File: src/include/pfc_defines.svh
// Purpose: offsets, field positions, codes and reset values of the timer
// Assumes: byte addresses on an AXI4-Lite bus with 32-bit data
// Notes:   definitions only
`ifndef PFC_DEFINES_SVH
`define PFC_DEFINES_SVH

`define PFC_OFS_CTRL     8'h00
`define PFC_OFS_COUNT    8'h04
`define PFC_OFS_CMPA     8'h08
`define PFC_OFS_CMPB     8'h0C
`define PFC_OFS_CAPTOP   8'h10
`define PFC_OFS_STATUS   8'h14
`define PFC_OFS_MASK     8'h18
`define PFC_OFS_PINS     8'h1C

`define PFC_CTRL_MODE    0
`define PFC_CTRL_ACTA    4
`define PFC_CTRL_ACTB    6
`define PFC_CTRL_CSEL    8
`define PFC_CTRL_DDR     11

`define PFC_ST_OVF       0
`define PFC_ST_CMPA      1
`define PFC_ST_CMPB      2
`define PFC_ST_CAP       3

`define PFC_MODE_ICR     4'h8
`define PFC_MODE_OCRA    4'h9
`define PFC_MODE_PC_OCRA 4'hB

`define PFC_ACT_OFF      2'h0
`define PFC_ACT_TOGGLE   2'h1
`define PFC_ACT_NONINV   2'h2
`define PFC_ACT_INV      2'h3

`define PFC_CSEL_STOP    3'h0
`define PFC_CSEL_DIV1    3'h1
`define PFC_CSEL_DIV8    3'h2
`define PFC_CSEL_DIV64   3'h3
`define PFC_CSEL_DIV256  3'h4
`define PFC_CSEL_DIV1024 3'h5
`define PFC_MASK_DIV8    10'h007
`define PFC_MASK_DIV64   10'h03F
`define PFC_MASK_DIV256  10'h0FF
`define PFC_MASK_DIV1024 10'h3FF

`define PFC_BOTTOM       16'h0000
`define PFC_RESP_OKAY    2'h0
`define PFC_RESP_SLVERR  2'h2
`define PFC_RST_STATE    '0

`endif

File: src/include/pfc_pkg.sv
// Purpose: types shared by the timer and its prescaler
// Assumes: widths fixed at the documented values
// Notes:   enum members first, so an all-zero reset means idle
package pfc_pkg;

   typedef enum logic {PFC_WR_COLLECT, PFC_WR_RESP} pfc_wr_t;
   typedef enum logic {PFC_RD_IDLE, PFC_RD_RESP}    pfc_rd_t;

   typedef struct packed {
      logic [15:0]      cnt;
      logic             dn;
      logic [1:0][15:0] ocr;
      logic [1:0][15:0] cbuf;
      logic [15:0]      icr;
      logic [3:0]       mode;
      logic [1:0][1:0]  act;
      logic [2:0]       csel;
      logic [1:0]       ddr;
      logic [1:0]       oc;
      logic [1:0]       oe;
      logic [3:0]       sts;
      logic [3:0]       msk;
      logic             irq;
      pfc_wr_t          wst;
      logic             aw_got;
      logic             w_got;
      logic [7:0]       waddr;
      logic [31:0]      wdata;
      logic [3:0]       wstrb;
      logic             awready;
      logic             wready;
      logic             bvalid;
      logic [1:0]       bresp;
      pfc_rd_t          rst;
      logic             arready;
      logic             rvalid;
      logic [31:0]      rdata;
      logic [1:0]       rresp;
   } pfc_state_t;

   typedef struct packed {
      logic [9:0] cnt;
      logic       tick;
   } pfc_pre_t;

endpackage : pfc_pkg

File: src/include/pfc_tick_if.sv
// Purpose: clock select to the prescaler, timer tick back
// Assumes: both ends on aclk
// Notes:   tick is a one-cycle enable pulse
`timescale 1ns/1ps
interface pfc_tick_if;
   logic [2:0] csel;
   logic       tick;
   modport tmr (output csel, input tick);
   modport pre (input csel, output tick);
endinterface : pfc_tick_if

File: src/hdl/pfc_prescaler.sv
// Purpose: divides aclk into the timer tick enable
// Assumes: csel codes stop, 1, 8, 64, 256, 1024
// Notes:   divider clears while stopped so a restart is aligned
`timescale 1ns/1ps
module pfc_prescaler
   import pfc_pkg::*;
(
   input  wire logic aclk,
   input  wire logic aresetn,
   pfc_tick_if.pre   tk
);
`include "pfc_defines.svh"

   pfc_pre_t q;
   pfc_pre_t d;

   always_comb begin
      d     = q;
      d.cnt = q.cnt + 10'h001;
      case (tk.csel)
         `PFC_CSEL_DIV1:    d.tick = 1'b1;
         `PFC_CSEL_DIV8:
            d.tick = ((q.cnt & `PFC_MASK_DIV8) == `PFC_MASK_DIV8);
         `PFC_CSEL_DIV64:
            d.tick = ((q.cnt & `PFC_MASK_DIV64) == `PFC_MASK_DIV64);
         `PFC_CSEL_DIV256:
            d.tick = ((q.cnt & `PFC_MASK_DIV256) == `PFC_MASK_DIV256);
         `PFC_CSEL_DIV1024: d.tick = (q.cnt == `PFC_MASK_DIV1024);
         default: begin
            d.tick = 1'b0;
            d.cnt  = 10'h000;
         end
      endcase
   end

   always_ff @(posedge aclk) begin
      if (!aresetn) begin
         q <= `PFC_RST_STATE;
      end else begin
         q <= d;
      end
   end

   assign tk.tick = q.tick;

endmodule : pfc_prescaler

File: src/hdl/pfc_timer.sv
// Purpose: dual-slope phase and frequency correct 16-bit PWM timer
// Assumes: aclk 125 MHz, synchronous active-low reset, AXI4-Lite slave
// Notes:   counter runs only in modes 8 and 9; other modes freeze it
//
// What this block does
// - Modes 8 and 9 count 0 up to top, then back down to 0.
// - Non-inverting clears on up-count match, sets on down; inverting opposite.
// - Top is capture-top in mode 8, channel A compare in 9; reverse there.
// - Counter stays at top for exactly one tick before descending.
// - Compare flag sets on a mode 8 or 9 tick where counter equals the active compare value.
// - Compare buffers load at bottom; overflow flag sets in that tick.
// - At top, mode 9 sets channel A flag, mode 8 the capture flag.
// - Top must cover every compare; a compare above top never matches.
// - Action two gives non-inverted PWM, action three inverted PWM.
// - Compare at bottom holds low, at top holds high; inverted opposite.
// - Mode 9 with channel A action 1 toggles A each match, 50% duty.
// - Counter advances only on prescaler ticks of 1, 8, 64, 256, 1024.
// - Period is twice prescale times top in system clock cycles.
// - Action 1 toggles only channel A, and only in mode 9; outside modes 9 and 11 it disconnects.
// - Actions two and three hand the pin to the compare output; action 1 does only for A in modes 9 and 11.
//
// The register addresses and register access over AXI4-Lite are this design's own decisions.
`timescale 1ns/1ps
module pfc_timer
   import pfc_pkg::*;
(
   input  wire logic        aclk,
   input  wire logic        aresetn,
   input  wire logic [7:0]  s_axi_awaddr,
   input  wire logic        s_axi_awvalid,
   output logic             s_axi_awready,
   input  wire logic [31:0] s_axi_wdata,
   input  wire logic [3:0]  s_axi_wstrb,
   input  wire logic        s_axi_wvalid,
   output logic             s_axi_wready,
   output logic [1:0]       s_axi_bresp,
   output logic             s_axi_bvalid,
   input  wire logic        s_axi_bready,
   input  wire logic [7:0]  s_axi_araddr,
   input  wire logic        s_axi_arvalid,
   output logic             s_axi_arready,
   output logic [31:0]      s_axi_rdata,
   output logic [1:0]       s_axi_rresp,
   output logic             s_axi_rvalid,
   input  wire logic        s_axi_rready,
   output logic             channel_a_output_pin,
   output logic             channel_a_output_pin_oe,
   output logic             channel_b_output_pin,
   output logic             channel_b_output_pin_oe,
   output logic             irq
);
`include "pfc_defines.svh"

   pfc_state_t  q;
   pfc_state_t  d;
   pfc_tick_if  tk ();

   logic        aw_hs;
   logic        w_hs;
   logic        ar_hs;
   logic        pfc_mode;
   logic        timer_tick;
   logic [15:0] top;
   logic        up_ph;
   logic [3:0]  st_set;
   logic [3:0]  st_clr;
   logic        do_wr;
   logic [32:0] wr_old;
   logic [32:0] rd_hit;
   logic [31:0] wv;

   pfc_prescaler u_pre (
      .aclk    (aclk),
      .aresetn (aresetn),
      .tk      (tk)
   );

   assign tk.csel    = q.csel;
   assign timer_tick = tk.tick;

   // Register image at an offset; bit 32 marks a mapped address
   function automatic logic [32:0] reg_read(input pfc_state_t s,
                                            input logic [7:0] a);
      logic [31:0] v;
      logic        hit;
      v   = 32'h0000_0000;
      hit = 1'b1;
      if (a == `PFC_OFS_CTRL) begin
         v[`PFC_CTRL_MODE +: 4] = s.mode;
         v[`PFC_CTRL_ACTA +: 2] = s.act[0];
         v[`PFC_CTRL_ACTB +: 2] = s.act[1];
         v[`PFC_CTRL_CSEL +: 3] = s.csel;
         v[`PFC_CTRL_DDR  +: 2] = s.ddr;
      end else if (a == `PFC_OFS_COUNT) begin
         v[15:0] = s.cnt;
      end else if (a == `PFC_OFS_CMPA) begin
         v[15:0] = s.cbuf[0];
      end else if (a == `PFC_OFS_CMPB) begin
         v[15:0] = s.cbuf[1];
      end else if (a == `PFC_OFS_CAPTOP) begin
         v[15:0] = s.icr;
      end else if (a == `PFC_OFS_STATUS) begin
         v[3:0] = s.sts;
      end else if (a == `PFC_OFS_MASK) begin
         v[3:0] = s.msk;
      end else if (a == `PFC_OFS_PINS) begin
         v[1:0] = s.oc;
         v[2]   = s.dn;
      end else begin
         hit = 1'b0;
      end
      return {hit, v};
   endfunction : reg_read

   // Byte-lane merge so partial writes keep untouched lanes
   function automatic logic [31:0] merge(input logic [31:0] old,
                                         input logic [31:0] nw,
                                         input logic [3:0]  strb);
      logic [31:0] r;
      r = old;
      for (int b = 0; b < 4; b++) begin
         if (strb[b]) begin
            r[b*8 +: 8] = nw[b*8 +: 8];
         end
      end
      return r;
   endfunction : merge

   always_comb begin
      d      = q;
      st_set = 4'h0;
      st_clr = 4'h0;
      do_wr  = 1'b0;
      aw_hs  = s_axi_awvalid & q.awready;
      w_hs   = s_axi_wvalid & q.wready;
      ar_hs  = s_axi_arvalid & q.arready;
      wr_old = reg_read(q, q.waddr);
      rd_hit = reg_read(q, s_axi_araddr);
      wv     = merge(wr_old[31:0], q.wdata, q.wstrb);

      pfc_mode = (q.mode == `PFC_MODE_ICR) ||
                 (q.mode == `PFC_MODE_OCRA);
      top = (q.mode == `PFC_MODE_ICR) ? q.icr : q.ocr[0];
      // Bottom counts as rising, top as falling: this gives the
      // steady low and high levels at the compare extremes
      up_ph = (q.cnt == `PFC_BOTTOM) ||
              (!q.dn && (q.cnt != top));

      if (pfc_mode && timer_tick) begin
         for (int ch = 0; ch < 2; ch++) begin
            // Counter never exceeds top, so a higher compare is dead
            if (q.cnt == q.ocr[ch]) begin
               st_set[`PFC_ST_CMPA + ch] = 1'b1;
               case (q.act[ch])
                  `PFC_ACT_NONINV: d.oc[ch] = !up_ph;
                  `PFC_ACT_INV:    d.oc[ch] = up_ph;
                  `PFC_ACT_TOGGLE: begin
                     if (ch == 0 && q.mode == `PFC_MODE_OCRA) begin
                        d.oc[ch] = !q.oc[ch];
                     end
                  end
                  default: d.oc[ch] = q.oc[ch];
               endcase
            end
         end

         if (q.cnt == `PFC_BOTTOM) begin
            d.ocr           = q.cbuf;
            st_set[`PFC_ST_OVF] = 1'b1;
         end

         // Each value, top included, lasts one tick: period 2*N*top
         // Bottom first: on the reload tick top may still be a stale value
         if (q.cnt == `PFC_BOTTOM) begin
            d.cnt = q.cnt + 16'h0001;
            d.dn  = 1'b0;
         end else if (q.cnt == top) begin
            d.cnt = q.cnt - 16'h0001;
            d.dn  = 1'b1;
            if (q.mode == `PFC_MODE_OCRA) begin
               st_set[`PFC_ST_CMPA] = 1'b1;
            end else begin
               st_set[`PFC_ST_CAP] = 1'b1;
            end
         end else if (!q.dn) begin
            d.cnt = q.cnt + 16'h0001;
         end else begin
            d.cnt = q.cnt - 16'h0001;
         end
      end

      case (q.wst)
         PFC_WR_COLLECT: begin
            if (aw_hs) begin
               d.aw_got = 1'b1;
               d.waddr  = s_axi_awaddr;
            end
            if (w_hs) begin
               d.w_got = 1'b1;
               d.wdata = s_axi_wdata;
               d.wstrb = s_axi_wstrb;
            end
            if (q.aw_got && q.w_got) begin
               do_wr    = 1'b1;
               d.wst    = PFC_WR_RESP;
               d.bvalid = 1'b1;
               d.bresp  = wr_old[32] ? `PFC_RESP_OKAY : `PFC_RESP_SLVERR;
            end
         end
         PFC_WR_RESP: begin
            if (s_axi_bready) begin
               d.bvalid = 1'b0;
               d.aw_got = 1'b0;
               d.w_got  = 1'b0;
               d.wst    = PFC_WR_COLLECT;
            end
         end
         default: d.wst = PFC_WR_COLLECT;
      endcase

      // Software writes land after the tick update and so win on the counter
      if (do_wr) begin
         if (q.waddr == `PFC_OFS_CTRL) begin
            d.mode   = wv[`PFC_CTRL_MODE +: 4];
            d.act[0] = wv[`PFC_CTRL_ACTA +: 2];
            d.act[1] = wv[`PFC_CTRL_ACTB +: 2];
            d.csel   = wv[`PFC_CTRL_CSEL +: 3];
            d.ddr    = wv[`PFC_CTRL_DDR  +: 2];
         end else if (q.waddr == `PFC_OFS_COUNT) begin
            d.cnt = wv[15:0];
         end else if (q.waddr == `PFC_OFS_CMPA) begin
            d.cbuf[0] = wv[15:0];
         end else if (q.waddr == `PFC_OFS_CMPB) begin
            d.cbuf[1] = wv[15:0];
         end else if (q.waddr == `PFC_OFS_CAPTOP) begin
            // Unbuffered: changing it mid-period skews the slopes
            d.icr = wv[15:0];
         end else if (q.waddr == `PFC_OFS_STATUS) begin
            st_clr = q.wstrb[0] ? q.wdata[3:0] : 4'h0;
         end else if (q.waddr == `PFC_OFS_MASK) begin
            d.msk = wv[3:0];
         end
      end

      // Hardware set beats a simultaneous write-one-to-clear
      d.sts = (q.sts & ~st_clr) | st_set;
      d.irq = |(d.sts & d.msk);

      d.awready = (d.wst == PFC_WR_COLLECT) && !d.aw_got;
      d.wready  = (d.wst == PFC_WR_COLLECT) && !d.w_got;

      case (q.rst)
         PFC_RD_IDLE: begin
            if (ar_hs) begin
               d.rst    = PFC_RD_RESP;
               d.rvalid = 1'b1;
               d.rdata  = rd_hit[31:0];
               d.rresp  = rd_hit[32] ? `PFC_RESP_OKAY : `PFC_RESP_SLVERR;
            end
         end
         PFC_RD_RESP: begin
            if (s_axi_rready) begin
               d.rvalid = 1'b0;
               d.rst    = PFC_RD_IDLE;
            end
         end
         default: d.rst = PFC_RD_IDLE;
      endcase
      d.arready = (d.rst == PFC_RD_IDLE);

      // Channel A toggle keeps its pin in modes 9 and 11 but toggles only in 9; B never toggles
      d.oe[0] = d.ddr[0] && (d.act[0] != `PFC_ACT_OFF) &&
                !(d.act[0] == `PFC_ACT_TOGGLE &&
                  d.mode != `PFC_MODE_OCRA &&
                  d.mode != `PFC_MODE_PC_OCRA);
      d.oe[1] = d.ddr[1] && d.act[1][1];
   end

   always_ff @(posedge aclk) begin
      if (!aresetn) begin
         q <= `PFC_RST_STATE;
      end else begin
         q <= d;
      end
   end

   assign s_axi_awready           = q.awready;
   assign s_axi_wready            = q.wready;
   assign s_axi_bvalid            = q.bvalid;
   assign s_axi_bresp             = q.bresp;
   assign s_axi_arready           = q.arready;
   assign s_axi_rvalid            = q.rvalid;
   assign s_axi_rdata             = q.rdata;
   assign s_axi_rresp             = q.rresp;
   assign channel_a_output_pin    = q.oc[0];
   assign channel_a_output_pin_oe = q.oe[0];
   assign channel_b_output_pin    = q.oc[1];
   assign channel_b_output_pin_oe = q.oe[1];
   assign irq                     = q.irq;

endmodule : pfc_timer

File: config.mk
export PLATFORM = sky130hd
export DESIGN_NAME = pfc_timer
export DESIGN_NICKNAME = d
export VERILOG_FILES = /design/src/include/pfc_pkg.sv /design/src/include/pfc_tick_if.sv /design/src/hdl/pfc_prescaler.sv /design/src/hdl/pfc_timer.sv
export VERILOG_INCLUDE_DIRS = /design/src /design/src/include
export SDC_FILE = /design/constraint.sdc
export NUM_CORES = 1
export LEC_CHECK = 0
export CAP_MARGIN = 15
export CORE_ASPECT_RATIO = 0.8
export CORE_MARGIN = 2
export CORE_UTILIZATION = 45
export DETAILED_ROUTE_END_ITERATION = 10
export DONT_BUFFER_PORTS = 1
export SLEW_MARGIN = 20
export SYNTH_ARGS = -nofsm -noshare
export SYNTH_HDL_FRONTEND = slang
export SYNTH_SLANG_ARGS = --single-unit
File: constraint.sdc
create_clock -name aclk -period 3.6 [get_ports aclk]
set_input_delay 0.18 -clock aclk [delete_from_list [all_inputs] [get_ports aclk]]
set_output_delay 0.18 -clock aclk [all_outputs]
set_load 0.1 [all_outputs]
# Word level (Yosys, flattened, before mapping)
# Cells that the tools add are included.
dict set report op_classes {
  n_mux 95
  n_addsub 3
  shifts 0
  n_bitwise 15
  eq_ne 42
  mul 0
  reduce_logical 42
  div 0
  order_cmp 0
}
# op count
set ops {}
lappend ops {{$mux W16} 12}
lappend ops {{$mux W4} 20}
lappend ops {{$eq A8 B5 Y1 const B} 8}
lappend ops {{$mux W13} 4}
lappend ops {{$mux W49} 1}
lappend ops {{$eq A16 B16 Y1} 3}
lappend ops {{$mux W1} 36}
lappend ops {{$mux W35} 1}
lappend ops {{$eq A8 B4 Y1 const B} 4}
lappend ops {{$mux W32} 1}
lappend ops {{$mux W12} 2}
lappend ops {{$reduce_and A2 Y1} 10}
lappend ops {{$mux W3} 6}
lappend ops {{$mux W17} 1}
lappend ops {{$add A16 B1 Y16 const B} 1}
lappend ops {{$eq A8 B3 Y1 const B} 2}
lappend ops {{$logic_not A16 Y1} 1}
lappend ops {{$logic_not A8 Y1} 2}
lappend ops {{$mux W8} 2}
lappend ops {{$ne A16 B16 Y1} 1}
lappend ops {{$sub A16 B1 Y16 const B} 1}
lappend ops {{$add A10 B1 Y10 const B} 1}
lappend ops {{$eq A10 B10 Y1 const B} 1}
lappend ops {{$logic_and A1 B1 Y1} 10}
lappend ops {{other kinds (30)} 66}
dict set report word_totals {
  mem_bits_ro 0
  memories 0
  latchBits 0
  register_bits 189
  out_inout_bits 46
  ram_bits 0
}

# Logic depth before layout (Yosys ltp)
dict set report depth {
  word_depth 17
  ltp_mapped 13
  ltp_nobuf 11
}

# Cells and area by module
# A second synthesis with hierarchy kept.
dict set report unflattened {
  hier_cells 1310
  hier_area_um2 10536.4
}
# mod area_each_um2 seq_area_each_um2 cells_per_inst instances
set modules_own_cells {}
lappend modules_own_cells {pfc_timer 10027.1 3523.4 1255 1}
lappend modules_own_cells {pfc_prescaler 509.2 220.2 55 1}

# Worst setup path after synthesis
# Ideal clock, no wire load.
dict set report synth_timing {
  kind {register -> register}
  start {reg q[196] in the netlist's numbering}
  end {reg q[202] in the netlist's numbering}
  path_slack_ps 745
  t_arrival_ps 2781
  t_required_ps 3526
  setup_ps 74
  path_stages_with_launch 13
  period_less_slack_ps 2855
  path_buffers 2
  cell_sequence {dfxtp_1 clkbuf_1 inv_1 ha_1 or3b_2 nor4_1 nand2_1 nor3_1 clkbuf_1 nor2_2 mux2i_1 or3_1 a31oi_1}
}
dict set report synth_between {
  elab_chain_cells 8
}
# element line
set synth_rtl {}
lappend synth_rtl {{from (decl)} pfc_timer.sv:54} ;# pfc_state_t q;
lappend synth_rtl {{from (signal assigned)} pfc_timer.sv:281} ;# q <= `PFC_RST_STATE;
lappend synth_rtl {{$add A16 B1 Y16 / $sub A16 B1 Y16 (equally long branches)} -}
lappend synth_rtl {{$mux W16} pfc_timer.sv:185} ;# end else if (!q.dn) begin
lappend synth_rtl {{$mux W16} pfc_timer.sv:177} ;# end else if (q.cnt == top) begin
lappend synth_rtl {{$mux W17 *} pfc_timer.sv:174} ;# if (q.cnt == `PFC_BOTTOM) begin
lappend synth_rtl {{$mux W49 *} pfc_timer.sv:149} ;# if (pfc_mode && timer_tick) begin
lappend synth_rtl {{$mux W16} pfc_timer.sv:229} ;# end else if (q.waddr == `PFC_OFS_COUNT) begin
lappend synth_rtl {{$mux W16} pfc_timer.sv:223} ;# if (q.waddr == `PFC_OFS_CTRL) begin
lappend synth_rtl {{$mux W16 *} pfc_timer.sv:222} ;# if (do_wr) begin
# Mark *: on every way between the ends. The rest lies on a longest branch, timed or not.
# A chain may end at the register's enable or synchronous reset.

# Worst setup path in the final report
dict set report layout_timing {
  start {reg q[114] in the netlist's numbering}
  end {reg q[202] in the netlist's numbering}
}
dict set report layout_between {
  elab_chain_cells 9
}
# element line
set layout_rtl {}
lappend layout_rtl {{$eq A4 B4 Y1 (no line)} -}
lappend layout_rtl {{$mux W16} pfc_timer.sv:143} ;# top = (q.mode == `PFC_MODE_ICR) ? q.icr : q.ocr[0];
lappend layout_rtl {{$eq A16 B16 Y1} pfc_timer.sv:177}
lappend layout_rtl {{$mux W16} pfc_timer.sv:177}
lappend layout_rtl {{$mux W17} pfc_timer.sv:174}
lappend layout_rtl {{$mux W49 *} pfc_timer.sv:149}
lappend layout_rtl {{$mux W16} pfc_timer.sv:229}
lappend layout_rtl {{$mux W16} pfc_timer.sv:223}
lappend layout_rtl {{$mux W16 *} pfc_timer.sv:222}
# Marks and branches as above.

==> reports/metrics.cfg <==
[timing]
maxSlewHeadroom = 0.275
finalCritPeriodShare = 0.897
final-hold-violation-count = 0
rsz0062_at_grt = false
clock_skew_ns = 0.0143
worst_slew_pin_slew_ns = 1.09
layout_min_cycle_time_ns = 3.23
slew_viol_final = 0
setup_slack_ns = 0.371
final.setup.tns_ns = 0
finalSetupViolCount = 0
fmax_mhz = 310

[placed_design]
gp_congestion = 0.952
hpwl_um = 23600
pre_cts_ws_ns = 0.456
placed_area_um2 = 10300
port_buffers = 0

[synth]
ys_ff_latch = 187
synth_edf_count = 0
ys_async_sr_fraction = 0
post_synth_num_cell_types = 76
synth_flop_cell = dfxtp_1
synth_area_um2 = 10100
synth_area_per_cell_um2 = 8.27
syn_inst = 1217
ys_top_cells_by_area = dfxtp_1 (37%), nand2_1 (7.3%), mux2i_1 (5.3%), a21boi_0 (4.4%), nor2_1 (3.1%)
seq_area_frac_synth = 0.372
synth_top_area_cell = dfxtp_1
synth_top_area_share = 0.372
ys_warn_count = 0

[worst_setup_path]
crit_required_ns = 3.96
crit_type = flop to flop
cp_max_fo = 11
critPathLaunchType = flop
worst-r2r-cell-count = 10
arrival_ns = 3.59
critical_path.endpoint_type = flop

[drt]
wl_per_cell_um = 21.5
routed_wl_um = 32800
via_per_inst = 5.90
drt_iter0_markers = 978
vias = 8987
drc = 0
dr.pass1.iters = 5
ant_nets = 0

[clock_tree]
cts_hold_buffers = 34
htree_levels = 4
worstSkewPairLatency_ns = 0.44
cts_made_buffers = 17
cts.sinks = 187
post-cts-setup-buffers = 0
path_clk_slew_ns = 0.08
cts_tree = yes
post_cts_resize_count = 0
clockBufferDepth = 2
root_buffer = clkbuf_16

[floorplan]
rows = 48
initial_core_util = 0.463
core_um2 = 21700
die_h_um = 138
io_pins = 105
die_area_um2 = 23600
die_x_um = 171

[power]
power_mw = 4.58
powerDensity_nw_per_um2 = 408
p_leak_nw = 4.31
worst_ir_drop_vdd_v = 0.000269

[final_layout]
fin_area_um2 = 11200
fillCellCount = 2095
register_area_um2 = 3740
syn_to_final_growth_pct = 11.6
final_nets = 1274
multi_input_area_um2 = 5720
diodes = 0
drive_above_1_share = 0.0956

[outcome]
status = complete, no violations

[job]
maxCapViolCount = 0

[hold_path]
whs_path_depth = 2
worstHoldPathType = input pin to flop

[grt]
grt_pass1_wl_um = 50000
grt_util_all_layers = 0.285
grt_max_degree = 144
grt_overflow = 0
grt_pass1_vias = 8151
antenna_found_initial = 1

## stage by stage
| step | util | instances | hold WS, ns |
|---|---|---|---|
| finish | 0.516 | 1524 | 0.0776 |
| global route | 0.516 | 1524 | 0.0953 |
| CTS | 0.516 | 1524 | 0.0689 |
| detailed placement | 0.472 | 1458 | 0.322 |
| global placement | 0.472 | 1458 | 0.320 |
| floorplan | - | 1234 | 0.312 |
## kinds of logic (layout without fill, tap and decap cells)
kind of cell | after synthesis | in the layout | share of synthesized area
simple gates | 473 | 473 | 0.227
compound gates | 285 | 285 | 0.196
flops | 187 | 187 | 0.372
buf+inv | 143 | 133 | 0.0678
mux | 70 | 70 | 0.0852
xor+xnor | 54 | 54 | 0.0470
fa+ha+maj | 4 | 4 | 0.00497
other cells | 1 | 18 | 0.000373
## per-layer routing
| metal | global-route usage | vias to the layer above | part of all wire |
|---|---|---|---|
| li1 | - | 4216 | - |
| met1 | 0.421 | 4257 | 0.45 |
| met2 | 0.397 | 469 | 0.40 |
| met3 | 0.0873 | 43 | 0.12 |
| met4 | 0.0753 | 2 | 0.018 |
| met5 | 0 | - | 0.00055 |
## state kept, by name, indices dropped and copies added, names as in the netlist
register                 flops
s_axi_wready                 1
s_axi_arready                1
channel_b_output_pin_oe      1
s_axi_rresp                  1
s_axi_rvalid                 1
channel_a_output_pin_oe      1
tk.csel                      3
s_axi_rdata                 16
irq                          1
s_axi_bresp                  1
u_pre.tk.tick                1
u_pre.q                     10
channel_b_output_pin         1
s_axi_bvalid                 1
channel_a_output_pin         1
s_axi_awready                1
q                          145
## placed cells by master (no fill, tap or decap), drive strengths merged, types with 5 or more instances in the layout
cell type | netlist | layout
or2 | 5 | 5
conb | 1 | 18
nand4 | 11 | 11
nor2 | 84 | 84
nand3 | 29 | 29
inv | 18 | 25
o21ai | 66 | 66
nor4 | 15 | 15
clkbuf | 79 | 19
nor2b | 32 | 32
dfxtp | 187 | 187
a21boi | 61 | 61
nand2 | 197 | 197
or4 | 6 | 6
and3 | 12 | 12
mux4 | 12 | 12
xnor2 | 30 | 30
a22oi | 17 | 17
nor3 | 16 | 16
a21oi | 49 | 49
or3 | 9 | 9
a221o | 6 | 6
buf | 46 | 50
mux2i | 53 | 53
and2 | 33 | 33
dlygate4sd3 | 0 | 33
a222oi | 9 | 9
a211oi | 7 | 7
xor2 | 24 | 24
mux2 | 5 | 5
nand2b | 11 | 11
a31oi | 9 | 9
o211ai | 5 | 5
o211a | 12 | 12
## cell type report
| cell class | count | share of cell area |
|---|---|---|
| clock inverter | 13 | 0.0130 |
| sequential | 187 | 0.333 |
| tap | 300 | 0.0334 |
| timing repair buffer | 83 | 0.0646 |
| multi-input combinational | 904 | 0.509 |
| clock buffer | 19 | 0.0403 |
| inverter | 18 | 0.00602 |
## path summary, 6_finish.rpt
path / startpoint / endpoint / slack (ns)
min: aresetn / u_pre.q[5] / 0.08
max: q[114] / q[202] / 0.37
max reg2reg: q[114] / q[202] / 0.37
min reg2reg: q[194] / q[194] / 0.46
## report_power, final
part / internal (mW) / switching, mW / leakage (nW)
Clock: 1.02 / 0.916 / 0.286
Combinational: 0.122 / 0.296 / 2.51
Sequential: 2.10 / 0.120 / 1.51
Total: 3.24 / 1.33 / 4.31
## synth_stat cells, drive strengths merged, types with 29 or more instances
master,instances
clkbuf,79
and2,33
a21oi,49
buf,46
nand2,197
nor2b,32
o21ai,66
nor2,84
a21boi,61
xnor2,30
mux2i,53
nand3,29
dfxtp,187
## critical path: stages, from the launching register on
cell and delay, ns:
dfxtp_1 0.43, nor4b_4 0.22, buf_4 0.25, nand4_1 0.11, a211oi_1 0.44, nor2_1 0.14, o41a_1 0.48, nor2_2 0.41
mux2i_1 0.16, or3_1 0.32, a31oi_1 0.16
Power figures use the tool's default switching activity.
